File: src/inc/htp_pkg.sv
// ----------------------------------------------------------------
// constants of the haptic trigger and power control block
// ----------------------------------------------------------------
package htp_pkg;

  // clock and timing
  localparam int unsigned CLK_PERIOD_NS = 40;
  localparam int unsigned SHORT_POLL_NS = 10000;
  localparam int unsigned POLL_CYC = SHORT_POLL_NS / CLK_PERIOD_NS;
  localparam logic [7:0] POLL_LAST = 8'(POLL_CYC - 1);

  // register offsets
  localparam logic [7:0] A_STATUS = 8'h00;
  localparam logic [7:0] A_MODE = 8'h01;
  localparam logic [7:0] A_SEQ0 = 8'h04;
  localparam logic [7:0] A_SEQ7 = 8'h0B;
  localparam logic [7:0] A_FIRE = 8'h0C;
  localparam logic [7:0] A_NV0 = 8'h16;
  localparam logic [7:0] A_NV4 = 8'h1A;
  localparam logic [7:0] A_CTRL = 8'h1D;
  localparam logic [7:0] A_SUPPLY = 8'h21;

  // field positions
  localparam int unsigned B_SHORT = 0;
  localparam int unsigned B_TEMP = 1;
  localparam int unsigned B_STBY = 6;
  localparam int unsigned B_SRST = 7;
  localparam int unsigned B_FIRE = 0;
  localparam int unsigned B_SRC = 5;

  // operating modes
  localparam logic [2:0] MODE_INT = 3'h0;
  localparam logic [2:0] MODE_EDGE = 3'h1;
  localparam logic [2:0] MODE_LEVEL = 3'h2;
  localparam logic [2:0] MODE_INPUT = 3'h3;
  localparam logic [2:0] MODE_RTP = 3'h5;
  localparam logic [2:0] MODE_DIAG = 3'h6;
  localparam logic [2:0] MODE_CAL = 3'h7;

  // values after reset
  localparam logic [2:0] RST_MODE = MODE_INT;
  localparam logic RST_STBY = 1'b1;
  localparam logic [1:0] RST_GATE = 2'h0;
  localparam logic [39:0] RST_NV = 40'h00_0000_0000;

  // gate thresholds for settings 1..3 (0 passes everything)
  localparam logic [7:0] GATE_T1 = 8'h04;
  localparam logic [7:0] GATE_T2 = 8'h08;
  localparam logic [7:0] GATE_T3 = 8'h10;

  typedef enum logic [1:0] {PWR_SHUT, PWR_STBY, PWR_ACT} htp_pwr_t;

endpackage : htp_pkg

File: src/logic/htp_ctrl.sv
// Implementation choices: the register addresses and the plain strobed port.
`timescale 1ns/1ps
// Function
// edge mode: trigger rising edge sets fire bit, sequence plays normally.
// edge mode: rising edge while fire set cancels playback, clears fire bit.
// edge mode: trigger falling edge does nothing.
// host holds edge pulses high at least 1 us.
// software clearing fire bit cancels the remaining sequence.
// level mode: fire bit follows trigger pin; falling edge cancels playback.
// level mode: host holds trigger high for whole waveform.
// input levels below the 2-bit gate threshold in 0x1D are suppressed.
// during playback the supply reading at 0x21 is updated.
// once programmed, nonvolatile values restore 0x16..0x1A after each reset.
// overtemperature shuts down and sets thermal flag in 0x00.
// output short latches flag, shuts down, polls, restarts in defaults; here the flag latches only while a sequence plays.
// enable low gives shutdown keeping registers; high gives active.
// enable low blocks every register read and write.
// standby bit in 0x01 resets set; clearing it makes device ready.
// setting standby stops playback at once.
// soft-reset bit aborts playback, restores defaults, then self-clears.
// mode field selects internal, edge, level, real-time, diagnostics, calibration.
// mode 3 picks pulse-width or analog input by source bit.
// writing 0x01 to 0x0C fires until done; also launches calibration, diagnostics.
// in external trigger modes fire bit mirrors the trigger; here only level mode does, edge mode toggles it on rising edges.
// real-time and input modes fire without touching stored fire bit.
// playback starts at sequence register 0x04 and walks onward.
// fire bit is bit 0 of 0x0C, other bits read zero.
module htp_ctrl
  import htp_pkg::*;
(
  // clock and reset
  input wire logic ref_clk,
  input wire logic sys_rst,
  // register port
  input wire logic [7:0] reg_addr,
  input wire logic [7:0] reg_wdata,
  input wire logic reg_wr,
  input wire logic reg_rd,
  output logic [7:0] reg_rdata,
  // pins and sensors
  input wire logic trigger_input_pin,
  input wire logic enable_pin,
  input wire logic over_temp_pin,
  input wire logic short_pin,
  // playback engine and converters
  input wire logic wave_done,
  input wire logic [7:0] input_level,
  input wire logic [7:0] supply_level,
  // nonvolatile store
  input wire logic nv_valid,
  input wire logic [39:0] nv_image,
  // control outputs
  output logic fire_signal,
  output logic [7:0] wave_id,
  output logic [2:0] op_mode,
  output logic pwm_sel,
  output logic [7:0] gated_level,
  output logic [1:0] power_state
);

  // ----------------------------------------------------------------
  // state
  // ----------------------------------------------------------------
  typedef struct packed {
    logic status_temp;
    logic short_flag;
    logic [7:0] poll;
    logic [2:0] mode;
    logic standby;
    logic soft_pend;
    logic [7:0][7:0] seq;
    logic fire;
    logic playing;
    logic [2:0] idx;
    logic [4:0][7:0] nvr;
    logic [1:0] gate_threshold;
    logic src_sel;
    logic [7:0] supply;
    logic need_load;
    logic trig_q;
    logic [7:0] rdata;
    logic go;
    logic [7:0] wave;
    logic sel_pwm;
    logic [7:0] gated;
    htp_pwr_t pwr;
  } htp_st_t;

  localparam htp_st_t RST_S = '{
    mode: RST_MODE, standby: RST_STBY, gate_threshold: RST_GATE, nvr: RST_NV,
    need_load: 1'b1, pwr: PWR_SHUT, default: '0};

  htp_st_t s;
  htp_st_t n;
  logic trig_s;
  logic en_s;
  logic ot_s;
  logic sh_s;
  logic active;
  logic wr_fire;
  logic trig_rise;
  logic trig_fall;
  logic [7:0] rd_val;
  logic [7:0] thr;

  // ----------------------------------------------------------------
  // pin synchronisers
  // ----------------------------------------------------------------
  htp_sync u_trig (.clk(ref_clk), .rst(sys_rst), .d(trigger_input_pin), .q(trig_s));
  htp_sync u_en (.clk(ref_clk), .rst(sys_rst), .d(enable_pin), .q(en_s));
  htp_sync u_ot (.clk(ref_clk), .rst(sys_rst), .d(over_temp_pin), .q(ot_s));
  htp_sync u_sh (.clk(ref_clk), .rst(sys_rst), .d(short_pin), .q(sh_s));

  // ----------------------------------------------------------------
  // read mux and gate threshold
  // ----------------------------------------------------------------
  always_comb
  begin
    rd_val = 8'h00;
    if (reg_addr == A_STATUS)
    begin
      rd_val[B_TEMP] = s.status_temp;
      rd_val[B_SHORT] = s.short_flag;
    end
    else if (reg_addr == A_MODE)
      rd_val = {s.soft_pend, s.standby, 3'h0, s.mode};
    else if (reg_addr >= A_SEQ0 && reg_addr <= A_SEQ7)
      rd_val = s.seq[3'(reg_addr - A_SEQ0)];
    else if (reg_addr == A_FIRE)
      rd_val[B_FIRE] = s.fire;
    else if (reg_addr >= A_NV0 && reg_addr <= A_NV4)
      rd_val = s.nvr[3'(reg_addr - A_NV0)];
    else if (reg_addr == A_CTRL)
    begin
      rd_val[B_SRC] = s.src_sel;
      rd_val[1:0] = s.gate_threshold;
    end
    else if (reg_addr == A_SUPPLY)
      rd_val = s.supply;
    case (s.gate_threshold)
      2'h1: thr = GATE_T1;
      2'h2: thr = GATE_T2;
      2'h3: thr = GATE_T3;
      default: thr = 8'h00;
    endcase
  end

  // ----------------------------------------------------------------
  // next state
  // ----------------------------------------------------------------
  always_comb
  begin
    n = s;
    n.rdata = 8'h00;
    n.trig_q = trig_s;
    trig_rise = trig_s & ~s.trig_q;
    trig_fall = ~trig_s & s.trig_q;
    active = en_s & ~s.standby & ~ot_s & ~s.short_flag & ~s.soft_pend & ~s.need_load &
             ~(reg_wr & (reg_addr == A_MODE) & reg_wdata[B_STBY]);
    wr_fire = en_s & reg_wr & (reg_addr == A_FIRE);

    if (s.need_load)
    begin
      n.need_load = 1'b0;
      if (nv_valid)
        n.nvr = nv_image;
    end

    // register access only while enabled
    if (en_s && reg_rd)
    begin
      n.rdata = rd_val;
      if (reg_addr == A_STATUS)
        n.status_temp = 1'b0;
    end
    if (en_s && reg_wr)
    begin
      if (reg_addr == A_MODE)
      begin
        n.mode = reg_wdata[2:0];
        n.standby = reg_wdata[B_STBY];
        n.soft_pend = reg_wdata[B_SRST];
      end
      else if (reg_addr >= A_SEQ0 && reg_addr <= A_SEQ7)
        n.seq[3'(reg_addr - A_SEQ0)] = reg_wdata;
      else if (reg_addr >= A_NV0 && reg_addr <= A_NV4)
        n.nvr[3'(reg_addr - A_NV0)] = reg_wdata;
      else if (reg_addr == A_CTRL)
      begin
        n.gate_threshold = reg_wdata[1:0];
        n.src_sel = reg_wdata[B_SRC];
      end
    end

    // fire bit handling
    if (active)
    begin
      if (s.mode == MODE_EDGE && trig_rise)
      begin
        if (s.fire)
        begin
          n.fire = 1'b0;
          n.playing = 1'b0;
        end
        else
        begin
          n.fire = 1'b1;
          n.playing = 1'b1;
          n.idx = 3'h0;
        end
      end
      // a falling edge in edge mode is simply not looked at
      if (wr_fire && s.mode != MODE_LEVEL)
      begin
        if (!reg_wdata[B_FIRE])
        begin
          n.fire = 1'b0;
          n.playing = 1'b0;
        end
        else if ((s.mode == MODE_INT || s.mode == MODE_DIAG || s.mode == MODE_CAL) && !s.fire)
        begin
          n.fire = 1'b1;
          n.playing = 1'b1;
          n.idx = 3'h0;
        end
        else if (s.mode == MODE_INPUT || s.mode == MODE_RTP)
          n.fire = 1'b1;
      end
      if (s.mode == MODE_LEVEL)
      begin
        n.fire = trig_s;
        if (trig_rise)
        begin
          n.playing = 1'b1;
          n.idx = 3'h0;
        end
        if (trig_fall)
          n.playing = 1'b0;
      end
      if (wave_done && s.playing && n.playing)
      begin
        if (s.idx != 3'h7 && s.seq[3'(s.idx + 3'h1)] != 8'h00 && s.mode <= MODE_LEVEL)
          n.idx = 3'(s.idx + 3'h1);
        else
        begin
          n.playing = 1'b0;
          if (s.mode != MODE_LEVEL)
          begin
            n.fire = 1'b0;
          end
        end
      end
      if (s.playing)
        n.supply = supply_level;
    end
    else
    begin
      // standby, shutdown or a fault stops playback at once
      n.playing = 1'b0;
      if (s.playing && s.mode != MODE_LEVEL)
        n.fire = 1'b0;
    end

    if (ot_s)
      n.status_temp = 1'b1;

    // shorts are only seen while a sequence is playing
    if (sh_s && s.playing && !s.short_flag)
    begin
      n.short_flag = 1'b1;
      n.poll = 8'h00;
    end
    if (s.short_flag)
    begin
      n.poll = 8'(s.poll + 8'h01);
      if (s.poll == POLL_LAST)
      begin
        n.poll = 8'h00;
        if (!sh_s)
          n = RST_S;
      end
    end

    if (s.soft_pend)
      n = RST_S;

    // registered outputs
    n.gated = (input_level < thr) ? 8'h00 : input_level;
    if (!en_s || ot_s || n.short_flag)
      n.pwr = PWR_SHUT;
    else if (n.standby)
      n.pwr = PWR_STBY;
    else
      n.pwr = PWR_ACT;
    n.go = (n.pwr == PWR_ACT) && !n.soft_pend &&
           (n.playing || n.mode == MODE_INPUT || n.mode == MODE_RTP);
    n.wave = (n.playing && n.mode <= MODE_LEVEL) ? n.seq[n.idx] : 8'h00;
    n.sel_pwm = (n.mode == MODE_INPUT) && n.src_sel;
  end

  always_ff @(posedge ref_clk or posedge sys_rst)
  begin
    if (sys_rst)
      s <= RST_S;
    else
      s <= n;
  end

  assign reg_rdata = s.rdata;
  assign fire_signal = s.go;
  assign wave_id = s.wave;
  assign op_mode = s.mode;
  assign pwm_sel = s.sel_pwm;
  assign gated_level = s.gated;
  assign power_state = s.pwr;
endmodule : htp_ctrl

File: src/logic/htp_sync.sv
`timescale 1ns/1ps
// ----------------------------------------------------------------
// three-stage pin synchroniser, accepts a change once stages agree
// ----------------------------------------------------------------
module htp_sync
(
  // clock and reset
  input wire logic clk,
  input wire logic rst,
  // pin and clean level
  input wire logic d,
  output logic q
);
  logic s1;
  logic s2;
  logic s3;

  always_ff @(posedge clk or posedge rst)
  begin
    if (rst)
    begin
      s1 <= 1'b0;
      s2 <= 1'b0;
      s3 <= 1'b0;
      q <= 1'b0;
    end
    else
    begin
      s1 <= d;
      s2 <= s1;
      s3 <= s2;
      if (s2 == s3)
      begin
        q <= s3;
      end
    end
  end
endmodule : htp_sync

File: config.mk
export PLATFORM = sky130hd
export DESIGN_NAME = htp_ctrl
export DESIGN_NICKNAME = d
export VERILOG_FILES = /design/src/inc/htp_pkg.sv /design/src/logic/htp_ctrl.sv /design/src/logic/htp_sync.sv
export SDC_FILE = /design/constraint.sdc
export NUM_CORES = 1
export LEC_CHECK = 0
export BUFFER_PORTS_ARGS = -buffer_cell sky130_fd_sc_hd__buf_4
export CAP_MARGIN = 30
export CORE_MARGIN = 4
export CORE_UTILIZATION = 45
export DETAILED_ROUTE_END_ITERATION = 6
export PLACE_DENSITY = 0.64
export SLEW_MARGIN = 20
export SYNTH_ARGS = -nofsm -noshare
export SYNTH_HDL_FRONTEND = slang
export SYNTH_SLANG_ARGS = --single-unit
File: constraint.sdc
create_clock -name ref_clk -period 6.8 [get_ports ref_clk]
set_input_delay 0.68 -clock ref_clk [delete_from_list [all_inputs] [get_ports ref_clk]]
set_output_delay 0.68 -clock ref_clk [all_outputs]
set_load 0.02 [all_outputs]
; ---- Yosys cells after proc, flatten, opt, wreduce, memory -nomap -nowiden
; Index checks and enable logic that the tools add are counted.
; Widths: inputs -> output; s select.
[op_classes]
addsub = 4
order_cmp = 13
n_eq_ne = 23
n_mux = 81
bitwise = 20
reduce_logical = 35
[op_table]
columns = op, count
row1 = $mux 165, 4
row2 = $mux 8, 21
row3 = $mux 43, 3
row4 = $mux 64, 2
row5 = $mux 40, 3
row6 = $bmux 8 s3, 4
row7 = $mux 69, 1
row8 = $bwmux 64, 1
row9 = $demux 8 s3, 2
row10 = $bwmux 40, 1
row11 = $mux 5, 7
row12 = $mux 3, 7
row13 = $logic_and 1x1->1, 20
row14 = $mux 2, 9
row15 = $lt 3x4->1 const B, 4
row16 = $pmux 5 s3, 1
row17 = $and 1x1->1, 12
row18 = $eq 3x3->1 const B, 4
row19 = $mux 1, 10
row20 = $eq 3x2->1 const B, 3
row21 = $mux 9, 1
row22 = $add 8x1->8 const B, 1
row23 = $eq 8x1->1 const B, 1
row24 = $eq 8x4->1 const B, 1
row25 = other kinds (28), 53
[totals]
regBits = 181
input_bits = 82
word_cells = 225

; ---- Longest topological paths before layout
; Gate-level depths: netlist of run 1.
[depth]
depth_word = 29
ltp_mapped = 14

; ---- Hierarchy
; A second synthesis of run 1 with hierarchy kept.
[hier_totals]
cells_unflattened = 1115
hier_area_um2 = 10337.4
[modules_own_cells]
columns = mod, instances, cells_per_inst, area_each_um2
row1 = htp_ctrl, 1, 1091, 9877.0
row2 = htp_sync, 4, 6, 115.1

; ---- Worst setup path before layout of run 1
; No wires, ideal clock.
[synth_path]
path_type = input to register
from = in reg_addr[0]
to = reg s (netlist bit wave_id[0])
setup_time_ns = 0.094
arrival_time_ns = 3.770
required_time_ns = 6.706
setup_slack_ns = 2.936
stages = 13
cell_sequence = clkbuf_1 -> or4_1 -> or4_1 -> buf_2 -> o32a_1 -> nor3_2 -> and2_1 -> buf_4 -> mux2i_1 -> nand2_4 -> inv_4 -> mux2_4 -> a221oi_2
[synth_rtl]
columns = element, line_no
row1 = "start, declared", htp_ctrl.sv:35  ; input wire logic [7:0] reg_addr,
row2 = "end signal, assigned", htp_ctrl.sv:306  ; s <= n;
row3 = "end, declared", htp_ctrl.sv:93  ; htp_st_t s;

==> results of run 1 <==
## stage by stage
stage | total power, mW | cell area, µm² | util (%) | hold slack, ns
2_1_floorplan | 1.32 | 9960 | - | 0.331
3_3_place_gp | 1.42 | 10700 | 49.1 | 0.334
3_5_place_dp | 1.42 | 10700 | 49.2 | 0.340
4_1_cts | 2.48 | 11400 | 52.0 | 0.342
5_1_grt | 2.56 | 11400 | 52.3 | 0.261
6_report | 2.47 | 11400 | 52.3 | 0.241
## placed cells by master, fill, tap and decap left out, drive strengths merged, types with 15 or more instances in the layout
cell type | Yosys | layout
mux4 | 22 | 22
nor4 | 20 | 20
mux2i | 97 | 97
buf | 42 | 125
nand2 | 91 | 91
nor3 | 21 | 21
o21ai | 15 | 15
a311oi | 24 | 24
nor2 | 129 | 129
nand3 | 71 | 71
dfrtp | 179 | 179
a21oi | 64 | 64
inv | 13 | 17
a211oi | 20 | 20
clkbuf | 62 | 18
## state kept, by name (all words and copies together) (netlist names), 2 cells and up
register / cells
s: 134
gated_level: 8
reg_rdata: 8
wave_id: 8
op_mode: 3
power_state: 2
## worst max path at each step
stage | end | cells past startpoint | start
after floorplan | fire_signal | 1 | sys_rst
after global placement | wave_id[7] | 10 | reg_addr[0]
after detailed placement | wave_id[7] | 10 | reg_addr[0]
after CTS | wave_id[7] | 10 | reg_addr[0]
after global routing | wave_id[7] | 10 | reg_addr[0]
final | wave_id[7] | 10 | reg_addr[0]
## layer usage
layer	GRT usage, %	part of all wire, %
met5	0	0
met4	7.52	2.4
met3	4.59	6.7
met2	37.3	47
met1	33.7	44
## power groups by stage
stage	Combinational [mW]	Sequential, mW	Clock (mW)
detailed placement	0.262	1.16	0
global route	0.288	1.14	1.13
floorplan	0.175	1.15	0
CTS	0.262	1.14	1.08
global placement	0.258	1.16	0
finish	0.266	1.14	1.07
## area by class of cell
cell class	count	share of cell area, %
Inverter	14	0.537
Clock inverter	14	1.75
Timing Repair Buffer	126	8.61
Tap cell	280	3.07
Multi-Input combinational cell	714	42.6
Clock buffer	17	3.73
Sequential cell	181	39.7
## cells by family after synthesis
logic type	after synthesis
simple gates	391
flops	181
compound gates	175
mux	128
buf+inv	118
fa+ha+maj	14
xor+xnor	6
==> results.sh, run 1 <==
export IMPL_vias_per_cell=6.04
export IMPL_wl_per_cell_um=21.7
export IMPL_drt_pass1_iter_count=7
export IMPL_multi_input_area_mm2=0.00487
export IMPL_fin_tns_setup_ns=0
export IMPL_synth_seq_area_share_pct=45.5
export IMPL_cts_tree="done"
export IMPL_area_growth_pct=14.7
export IMPL_worst_slack_ns=2.69
export IMPL_yosys_area_top_type="dfrtp_1"
export IMPL_grt_start_max_net_pins=109
export IMPL_critPathTopFamily="simple AND/OR/NAND/NOR gates"
export IMPL_final_cells=1346
export IMPL_hold_path_class="input pin to async pin"
export IMPL_grt_use_total_pct=23.8
export IMPL_synth_mux_area_share_pct=15.8
export IMPL_finalHoldViolCount=0
export IMPL_maxSlewViolCount=0
export IMPL_ys_seq_elements=181
export IMPL_htreeDepth=4
export IMPL_ctsResizeCount=0
export IMPL_yosysMostFrequentCell="dfrtp_1"
export IMPL_fin_crit_sh_pct=60.4
export IMPL_ios=113
export IMPL_r2r_cells=11
export IMPL_rrSetupSlack_ns=2.90
export IMPL_routabilityCongestion=0.903
export IMPL_skew_ns=0.0122
export IMPL_end_kind="flip-flop"
export IMPL_synthAdderAreaFrac_pct=1.66
export IMPL_seqCellArea_mm2=0.00453
export IMPL_io_buffers=112
export IMPL_path_max_fanout=42
export IMPL_grt_antenna_before_repair=0
export IMPL_critPathKind="input pin to flip-flop"
export IMPL_cts_made_buffers=17
export IMPL_cts_root_buffer="clkbuf_16"
export IMPL_num_nets_final=1146
export IMPL_critPathLaunchType="input pin"
export IMPL_p_sw_mw=0.630
export IMPL_internal_power_mw=1.84
export IMPL_setup_viol=0
export IMPL_cts_num_sinks=181
export IMPL_dieArea_mm2=0.0246
export IMPL_yosys_area_share_simple_pct=18.5
export IMPL_yosysTopAreaCellShare_pct=45.0
export IMPL_synth_compound_area_share_pct=12.2
export IMPL_post_place_ws_ns=2.22
export IMPL_cp_slowest_cell="or4_1"
export IMPL_ys_async_sr_fraction_pct=100
export IMPL_power_density_mw_per_mm2=217
export IMPL_grt_pass1_wl_um=45300
export IMPL_coreArea_mm2=0.0218
export IMPL_syn_inst=1013
export IMPL_cp_arrival_ns=4.44
export IMPL_fmax_ghz=0.243
export IMPL_fin_crit_ns=4.11
export IMPL_dp_hpwl_um=20500
export IMPL_slew_headroom_pct=43.5
export IMPL_synthTopCellsByCount="dfrtp_1 (179), nor2_1 (127), mux2i_1 (97)"
export IMPL_die_w_um=157
export IMPL_avgSynthCellArea_um2=9.83
export IMPL_mappedNetlistArea_mm2=0.00996
export IMPL_dp_cells=1312
export IMPL_irDropWorstVdd_v=0.000148
export IMPL_ant_nets=0
export IMPL_synth_xor_area_share_pct=0.528
export IMPL_status="finished, final reports clean"
export IMPL_rows=54
export IMPL_cp_buffers_inverters=1
export IMPL_grt_overflow_total=0
export IMPL_crit_chain="buf_4 > or4_1 > or4_1 > o32a_1 > nor3_2 > and2_1 > mux2i_1 > nor2_2 > nor2_2 > a221oi_1"
export IMPL_r2r_start="s[81]"
export IMPL_clock_latency_ns=0.44
export IMPL_diodes=0
export IMPL_maxCapViolations=0
export IMPL_ys_top_cells_by_area="dfrtp_1 (45%), mux2i_1 (9.8%), mux4_2 (5.0%)"
export IMPL_die_h_um=157
export IMPL_drc_errors=0
export IMPL_rsz0062_at_grt="false"
export IMPL_path_clk_slew_ns=0.07
export IMPL_nFillCells=1993
export IMPL_cts_buffer_depth=2
export IMPL_post_cts_buffers=0
export IMPL_power_frac_clock_pct=43.1
export IMPL_synth_edf_count=0
export IMPL_power_leakage_nw=5.30
export IMPL_ys_warn_count=0
export IMPL_r2r_end="wave_id[7]"
export IMPL_power_frac_seq_pct=46.1
export IMPL_ctsHoldBuffers=0
export IMPL_synth_fp_nets=1105
export IMPL_worstPathRequired_ns=7.13
export IMPL_grt_pass1_vias=7850
export IMPL_pwr_share_comb_pct=10.8
export IMPL_initial_core_util_pct=45.6
export IMPL_slowest_delay_ns=0.63
export IMPL_via_count=8131
export IMPL_wl_um=29300
export IMPL_synth_distinct_cells=65
export IMPL_drive_gt1_share_pct=19.8
export IMPL_swShare_pct=25.5
export IMPL_worst_slew_pin_slew_ns=0.840
export IMPL_drt_iter0_markers=703
export IMPL_synth_top_family_by_area="simple AND/OR/NAND/NOR gates"
export IMPL_synth_flop_cell="dfrtp_1"
Power figures use the tool's default switching activity.
==> inputs of run 2 (changes only) <==
clock period = 4 ns   (was 6.8 ns; I/O delays follow)
==> run 2 against run 1 <==
Worst hold slack got worse by 0.17 ns. Sequential power grew 69%. Sequential share of layout area hardly changed.
==> results.sh, run 2 (synthesis results as in run 1) <==
export IMPL_maxSlewViolCount=0
export IMPL_crit_chain="ha_1 > nor4_1 > a31oi_1 > nand4_1 > nand3_1 > and2_1 > o211ai_4 > buf_4 > mux2i_1 > mux2i_1 > a22o_1"
export IMPL_rsz0062_at_grt="false"
export IMPL_via_count=8188
export IMPL_timing_hold_ws_ns=0.0694
export IMPL_end_kind="flip-flop"
export IMPL_fin_crit_ns=3.79
export IMPL_mostFrequentLayoutCells="dfrtp_1 (179), buf_4 (134), nor2_1 (127), mux2i_1 (97), nand2_1 (90)"
export IMPL_drc_errors=0
export IMPL_num_nets_final=1156
export IMPL_io_buffers=112
export IMPL_routabilityCongestion=0.915
export IMPL_post_cts_buffers=0
export IMPL_grt_antenna_before_repair=0
export IMPL_hold_path_class="input pin to flip-flop"
export IMPL_fmax_ghz=0.264
export IMPL_path_clk_slew_ns=0.07
export IMPL_cts_buffer_depth=2
export IMPL_skew_ns=0.0125
export IMPL_grt_pass1_vias=8062
export IMPL_cpMostUsedCell="mux2i_1"
export IMPL_grt_overflow_total=0
export IMPL_cp_slowest_cell="o211ai_4"
export IMPL_critPathKind="flip-flop to flip-flop"
export IMPL_final_core_util_pct=52.4
export IMPL_die_h_um=157
export IMPL_cp_arrival_ns=4.12
export IMPL_wl_um=29600
export IMPL_critPathLaunchType="flip-flop"
export IMPL_htreeDepth=4
export IMPL_final_design_area_no_fill_mm2=0.0114
export IMPL_largest_reg_flops=134
export IMPL_fin_crit_sh_pct=94.8
export IMPL_grt_start_max_net_pins=182
export IMPL_diodes=0
export IMPL_maxCapViolations=0
export IMPL_clock_latency_ns=0.44
export IMPL_path_max_fanout=20
export IMPL_drt_iter0_markers=741
export IMPL_ios=113
export IMPL_ant_nets=0
export IMPL_area_growth_pct=14.8
export IMPL_grt_pass1_wl_um=46400
export IMPL_place_area_mm2=0.0109
export IMPL_dieArea_mm2=0.0246
export IMPL_slew_headroom_pct=26.4
export IMPL_cts_num_sinks=181
export IMPL_rrSetupSlack_ns=0.21
export IMPL_worst_slew_pin_slew_ns=1.10
export IMPL_drt_pass1_iter_count=5
export IMPL_slowest_delay_ns=0.72
export IMPL_dp_hpwl_um=20700
export IMPL_die_w_um=157
export IMPL_grt_use_met1_pct=34.9
export IMPL_wl_per_cell_um=21.8
export IMPL_coreArea_mm2=0.0218
export IMPL_setup_viol=0
export IMPL_final_common_cell="dfrtp_1"
export IMPL_initial_core_util_pct=45.6
export IMPL_status="finished, final reports clean"
export IMPL_dp_cells=1325
export IMPL_busiest_layer="met2"
export IMPL_cts_root_buffer="clkbuf_16"
export IMPL_nFillCells=2002
export IMPL_power_leakage_nw=5.32
export IMPL_irDropWorstVdd_v=0.000237
export IMPL_final_cells=1357
export IMPL_cts_tree="done"
export IMPL_cts_made_buffers=17
export IMPL_grt_met3_usage_pct=4.67
export IMPL_power_density_mw_per_mm2=354
export IMPL_worstPathRequired_ns=4.33
export IMPL_rows=54
export IMPL_drive_gt1_share_pct=20.6
export IMPL_grt_use_total_pct=24.4
export IMPL_finalHoldViolCount=0
export IMPL_grt_use_met2_pct=36.9
export IMPL_max_flop_register="s"
export IMPL_vias_per_cell=6.03
==> run 2: path summary, 6_finish.rpt <==
kind / start / cells past startpoint / to
min: over_temp_pin / 1 / u_ot.s1
max: s[82] / 11 / wave_id[6]
max reg2reg: s[82] / 11 / wave_id[6]
min reg2reg: u_en.s1 / 0 / u_en.s2
max in group asynchronous: sys_rst / 3 / s[65]
min in group asynchronous: sys_rst / 3 / gated_level[7]
==> run 2: layout make-up <==
cell class / instances / area, µm² / area share (%)
clock buffers: 18 / 439 / 3.84
inverters: 14 / 60.1 / 0.525
repair buffers: 136 / 1050 / 9.15
well taps: 280 / 350 / 3.06
multi-input cells: 714 / 4870 / 42.6
clock inverters: 14 / 134 / 1.17
flip-flops and latches: 181 / 4530 / 39.6
==> run 2: metrics by stage <==
stage | TNS, ns | power [mW] | setup WS (ns)
after floorplan | 0 | 2.25 | 0.416
after global placement | 0 | 2.42 | 0.0000933
after detailed placement | -0.405 | 2.43 | -0.0990
after CTS | 0 | 4.08 | 0.279
after global routing | 0 | 4.21 | 0.0935
final | 0 | 4.05 | 0.207
==> run 2: what timing repair did <==
action	4_1_cts	5_1_grt
hold buffers	0	0
gates resized for setup	0	1
endpoints found under the setup margin	0	1
==> run 2: critical path, delay by kind of cell (launching register included) <==
| kind | cells | cell delay (ns) |
|---|---|---|
| AO/OA/AOI/OAI | 3 | 1.09 |
| adder cells (fa/ha/maj) | 1 | 0.39 |
| buffers and inverters | 1 | 0.38 |
| flip-flops | 1 | 0.41 |
| multiplexers | 2 | 0.37 |
| AND/OR/NAND/NOR | 4 | 1.02 |
==> run 2: report_power, final <==
group | switching, mW | internal (mW) | leakage, nW | total, mW
clock network | 0.812 | 0.844 | 0.280 | 1.66
logic | 0.271 | 0.194 | 2.61 | 0.465
registers | 0.0435 | 1.89 | 2.44 | 1.93
total | 1.13 | 2.92 | 5.32 | 4.05
==> run 2: per-layer routing <==
metal | vias to the layer above | share of wire [%] | wire [µm]
li1 | 3743 | - | -
met1 | 4036 | 44 | 13000
met2 | 351 | 46 | 13600
met3 | 58 | 6.7 | 1970
met4 | 0 | 3.1 | 925
met5 | - | 0 | 0
==> inputs of run 3 (changes only) <==
CTS_BUF_LIST = sky130_fd_sc_hd__clkbuf_2   (was unset)
==> run 3 against run 2 <==
Worst hold slack better by 0.047 ns. Clock-buffer cell count is 1 lower. Highest routed layer unchanged. First-iteration DRC count is 5.8% higher. Register-to-register slack worse by 0.07 ns. Largest power group unchanged.
==> results.sh, run 3 (synthesis results as in run 1) <==
export IMPL_status="finished, final reports clean"
export IMPL_drive_gt1_share_pct=18.2
export IMPL_clock_latency_ns=0.83
export IMPL_fmax_ghz=0.259
export IMPL_wl_um=31600
export IMPL_irDropWorstVdd_v=0.000128
export IMPL_max_flop_register="s"
export IMPL_cts_root_buffer="clkbuf_2"
export IMPL_power_density_mw_per_mm2=276
export IMPL_path_max_fanout=20
export IMPL_cts_tree="done"
export IMPL_r2r_start="s[82]"
export IMPL_final_core_util_pct=56.9
export IMPL_grt_overflow_total=0
export IMPL_seqCellArea_mm2=0.00453
export IMPL_rrSetupSlack_ns=0.14
export IMPL_crit_path_end="wave_id[6]"
export IMPL_worst_slew_pin_slew_ns=1.11
export IMPL_worstPathRequired_ns=4.75
export IMPL_vias_per_cell=5.91
export IMPL_rsz0062_at_grt="false"
export IMPL_ant_nets=0
export IMPL_cts_buffer_depth=2
export IMPL_die_h_um=157
export IMPL_num_nets_final=1290
export IMPL_dp_hpwl_um=20700
export IMPL_fin_crit_sh_pct=96.6
export IMPL_grt_use_total_pct=26.2
export IMPL_setup_viol=0
export IMPL_drt_pass1_iter_count=5
export IMPL_power_mw=3.43
export IMPL_critPathKind="flip-flop to flip-flop"
export IMPL_drc_errors=0
export IMPL_area_growth_pct=24.8
export IMPL_cts_made_buffers=17
export IMPL_maxCapViolations=0
export IMPL_grt_pass1_vias=8953
export IMPL_dieArea_mm2=0.0246
export IMPL_skew_ns=0.0566
export IMPL_die_w_um=157
export IMPL_r2r_end="wave_id[6]"
export IMPL_routabilityCongestion=0.915
export IMPL_end_kind="flip-flop"
export IMPL_cts_num_sinks=181
export IMPL_r2r_cells=11
export IMPL_htreeDepth=4
export IMPL_grt_antenna_before_repair=2
export IMPL_power_leakage_nw=5.78
export IMPL_wl_per_cell_um=21.2
export IMPL_grt_start_max_net_pins=182
export IMPL_cp_arrival_ns=4.61
export IMPL_grt_pass1_wl_um=50000
export IMPL_drt_iter0_markers=784
export IMPL_path_clk_slew_ns=0.29
export IMPL_coreArea_mm2=0.0218
export IMPL_rows=54
export IMPL_maxSlewViolCount=0
export IMPL_hold_path_class="input pin to flip-flop"
export IMPL_io_buffers=112
export IMPL_fin_crit_ns=3.86
export IMPL_fin_tns_setup_ns=0
export IMPL_worstSetupStartpoint="s[82]"
export IMPL_hold_path_startpoint="reg_addr[5]"
export IMPL_initial_core_util_pct=45.6
export IMPL_via_count=8829
export IMPL_final_common_cell="dfrtp_1"
export IMPL_nFillCells=1888
export IMPL_ios=113
export IMPL_largest_reg_flops=134
export IMPL_critPathLaunchType="flip-flop"
export IMPL_mostFrequentLayoutCells="dfrtp_1 (179), dlygate4sd3_1 (134), buf_4 (134), nor2_1 (127), mux2i_1 (97)"
export IMPL_multi_input_area_mm2=0.00487
export IMPL_slew_headroom_pct=25.9
export IMPL_finalHoldViolCount=0
==> run 3: worst min path at each step <==
stage | endpoint | slack (ns) | depth (start not counted)
detailed placement | u_trig.s2 | 0.34 | 0
floorplan | u_en.s2 | 0.33 | 0
global placement | u_en.s2 | 0.33 | 0
finish | reg_rdata[1] | 0.12 | 5
CTS | reg_rdata[1] | 0.04 | 5
global route | s[40] | 0.07 | 5
==> run 3: power breakdown <==
part	internal (mW)	switching (mW)	leakage, nW
clock	0.196	0.742	0.135
combinational	0.263	0.293	3.20
sequential	1.89	0.0446	2.44
==> run 3: cell type report <==
cell class | instances | area share, %
tap | 280 | 2.82
clock buffer | 17 | 0.685
clock inverter | 15 | 1.11
sequential | 181 | 36.5
timing repair buffer | 270 | 19.2
inverter | 14 | 0.483
antenna | 2 | 0.0403
multi-input combinational | 714 | 39.2
==> run 3: through the flow <==
step / hold slack, ns / area (µm²) / std cells / setup slack [ns]
floorplan: 0.331 / 9960 / 1013 / 0.416
global placement: 0.334 / 10900 / 1325 / 0.0000933
detailed placement: 0.342 / 10900 / 1325 / -0.0990
CTS: 0.0439 / 12400 / 1491 / 0.257
global route: 0.0726 / 12400 / 1493 / 0.0630
finish: 0.116 / 12400 / 1493 / 0.138
==> run 3: worst max-delay path, cell delays in order (launching register included) <==
cell      delay, ns
dfrtp_1        0.48
ha_1           0.40
nor4_1         0.48
a31oi_1        0.16
nand4_1        0.15
nand3_1        0.19
and2_1         0.26
o211ai_4       0.71
buf_4          0.38
mux2i_1        0.26
mux2i_1        0.11
a22o_1         0.21
==> run 3: what timing repair did <==
action,4_1_cts,5_1_grt
hold endpoints to repair,301,0
resized for setup,0,1
setup buffers,0,0
setup endpoints to repair,0,1
hold buffers,134,0
==> run 3: per-layer routing <==
| layer | GRT usage [%] | routed length [µm] | vias up |
|---|---|---|---|
| met3 | 5.25 | 2250 | 80 |
| met4 | 10.8 | 1200 | 0 |
| met2 | 40.8 | 14800 | 379 |
| met5 | 0 | 0 | - |
| met1 | 36.0 | 13300 | 4351 |
| li1 | - | - | 4019 |
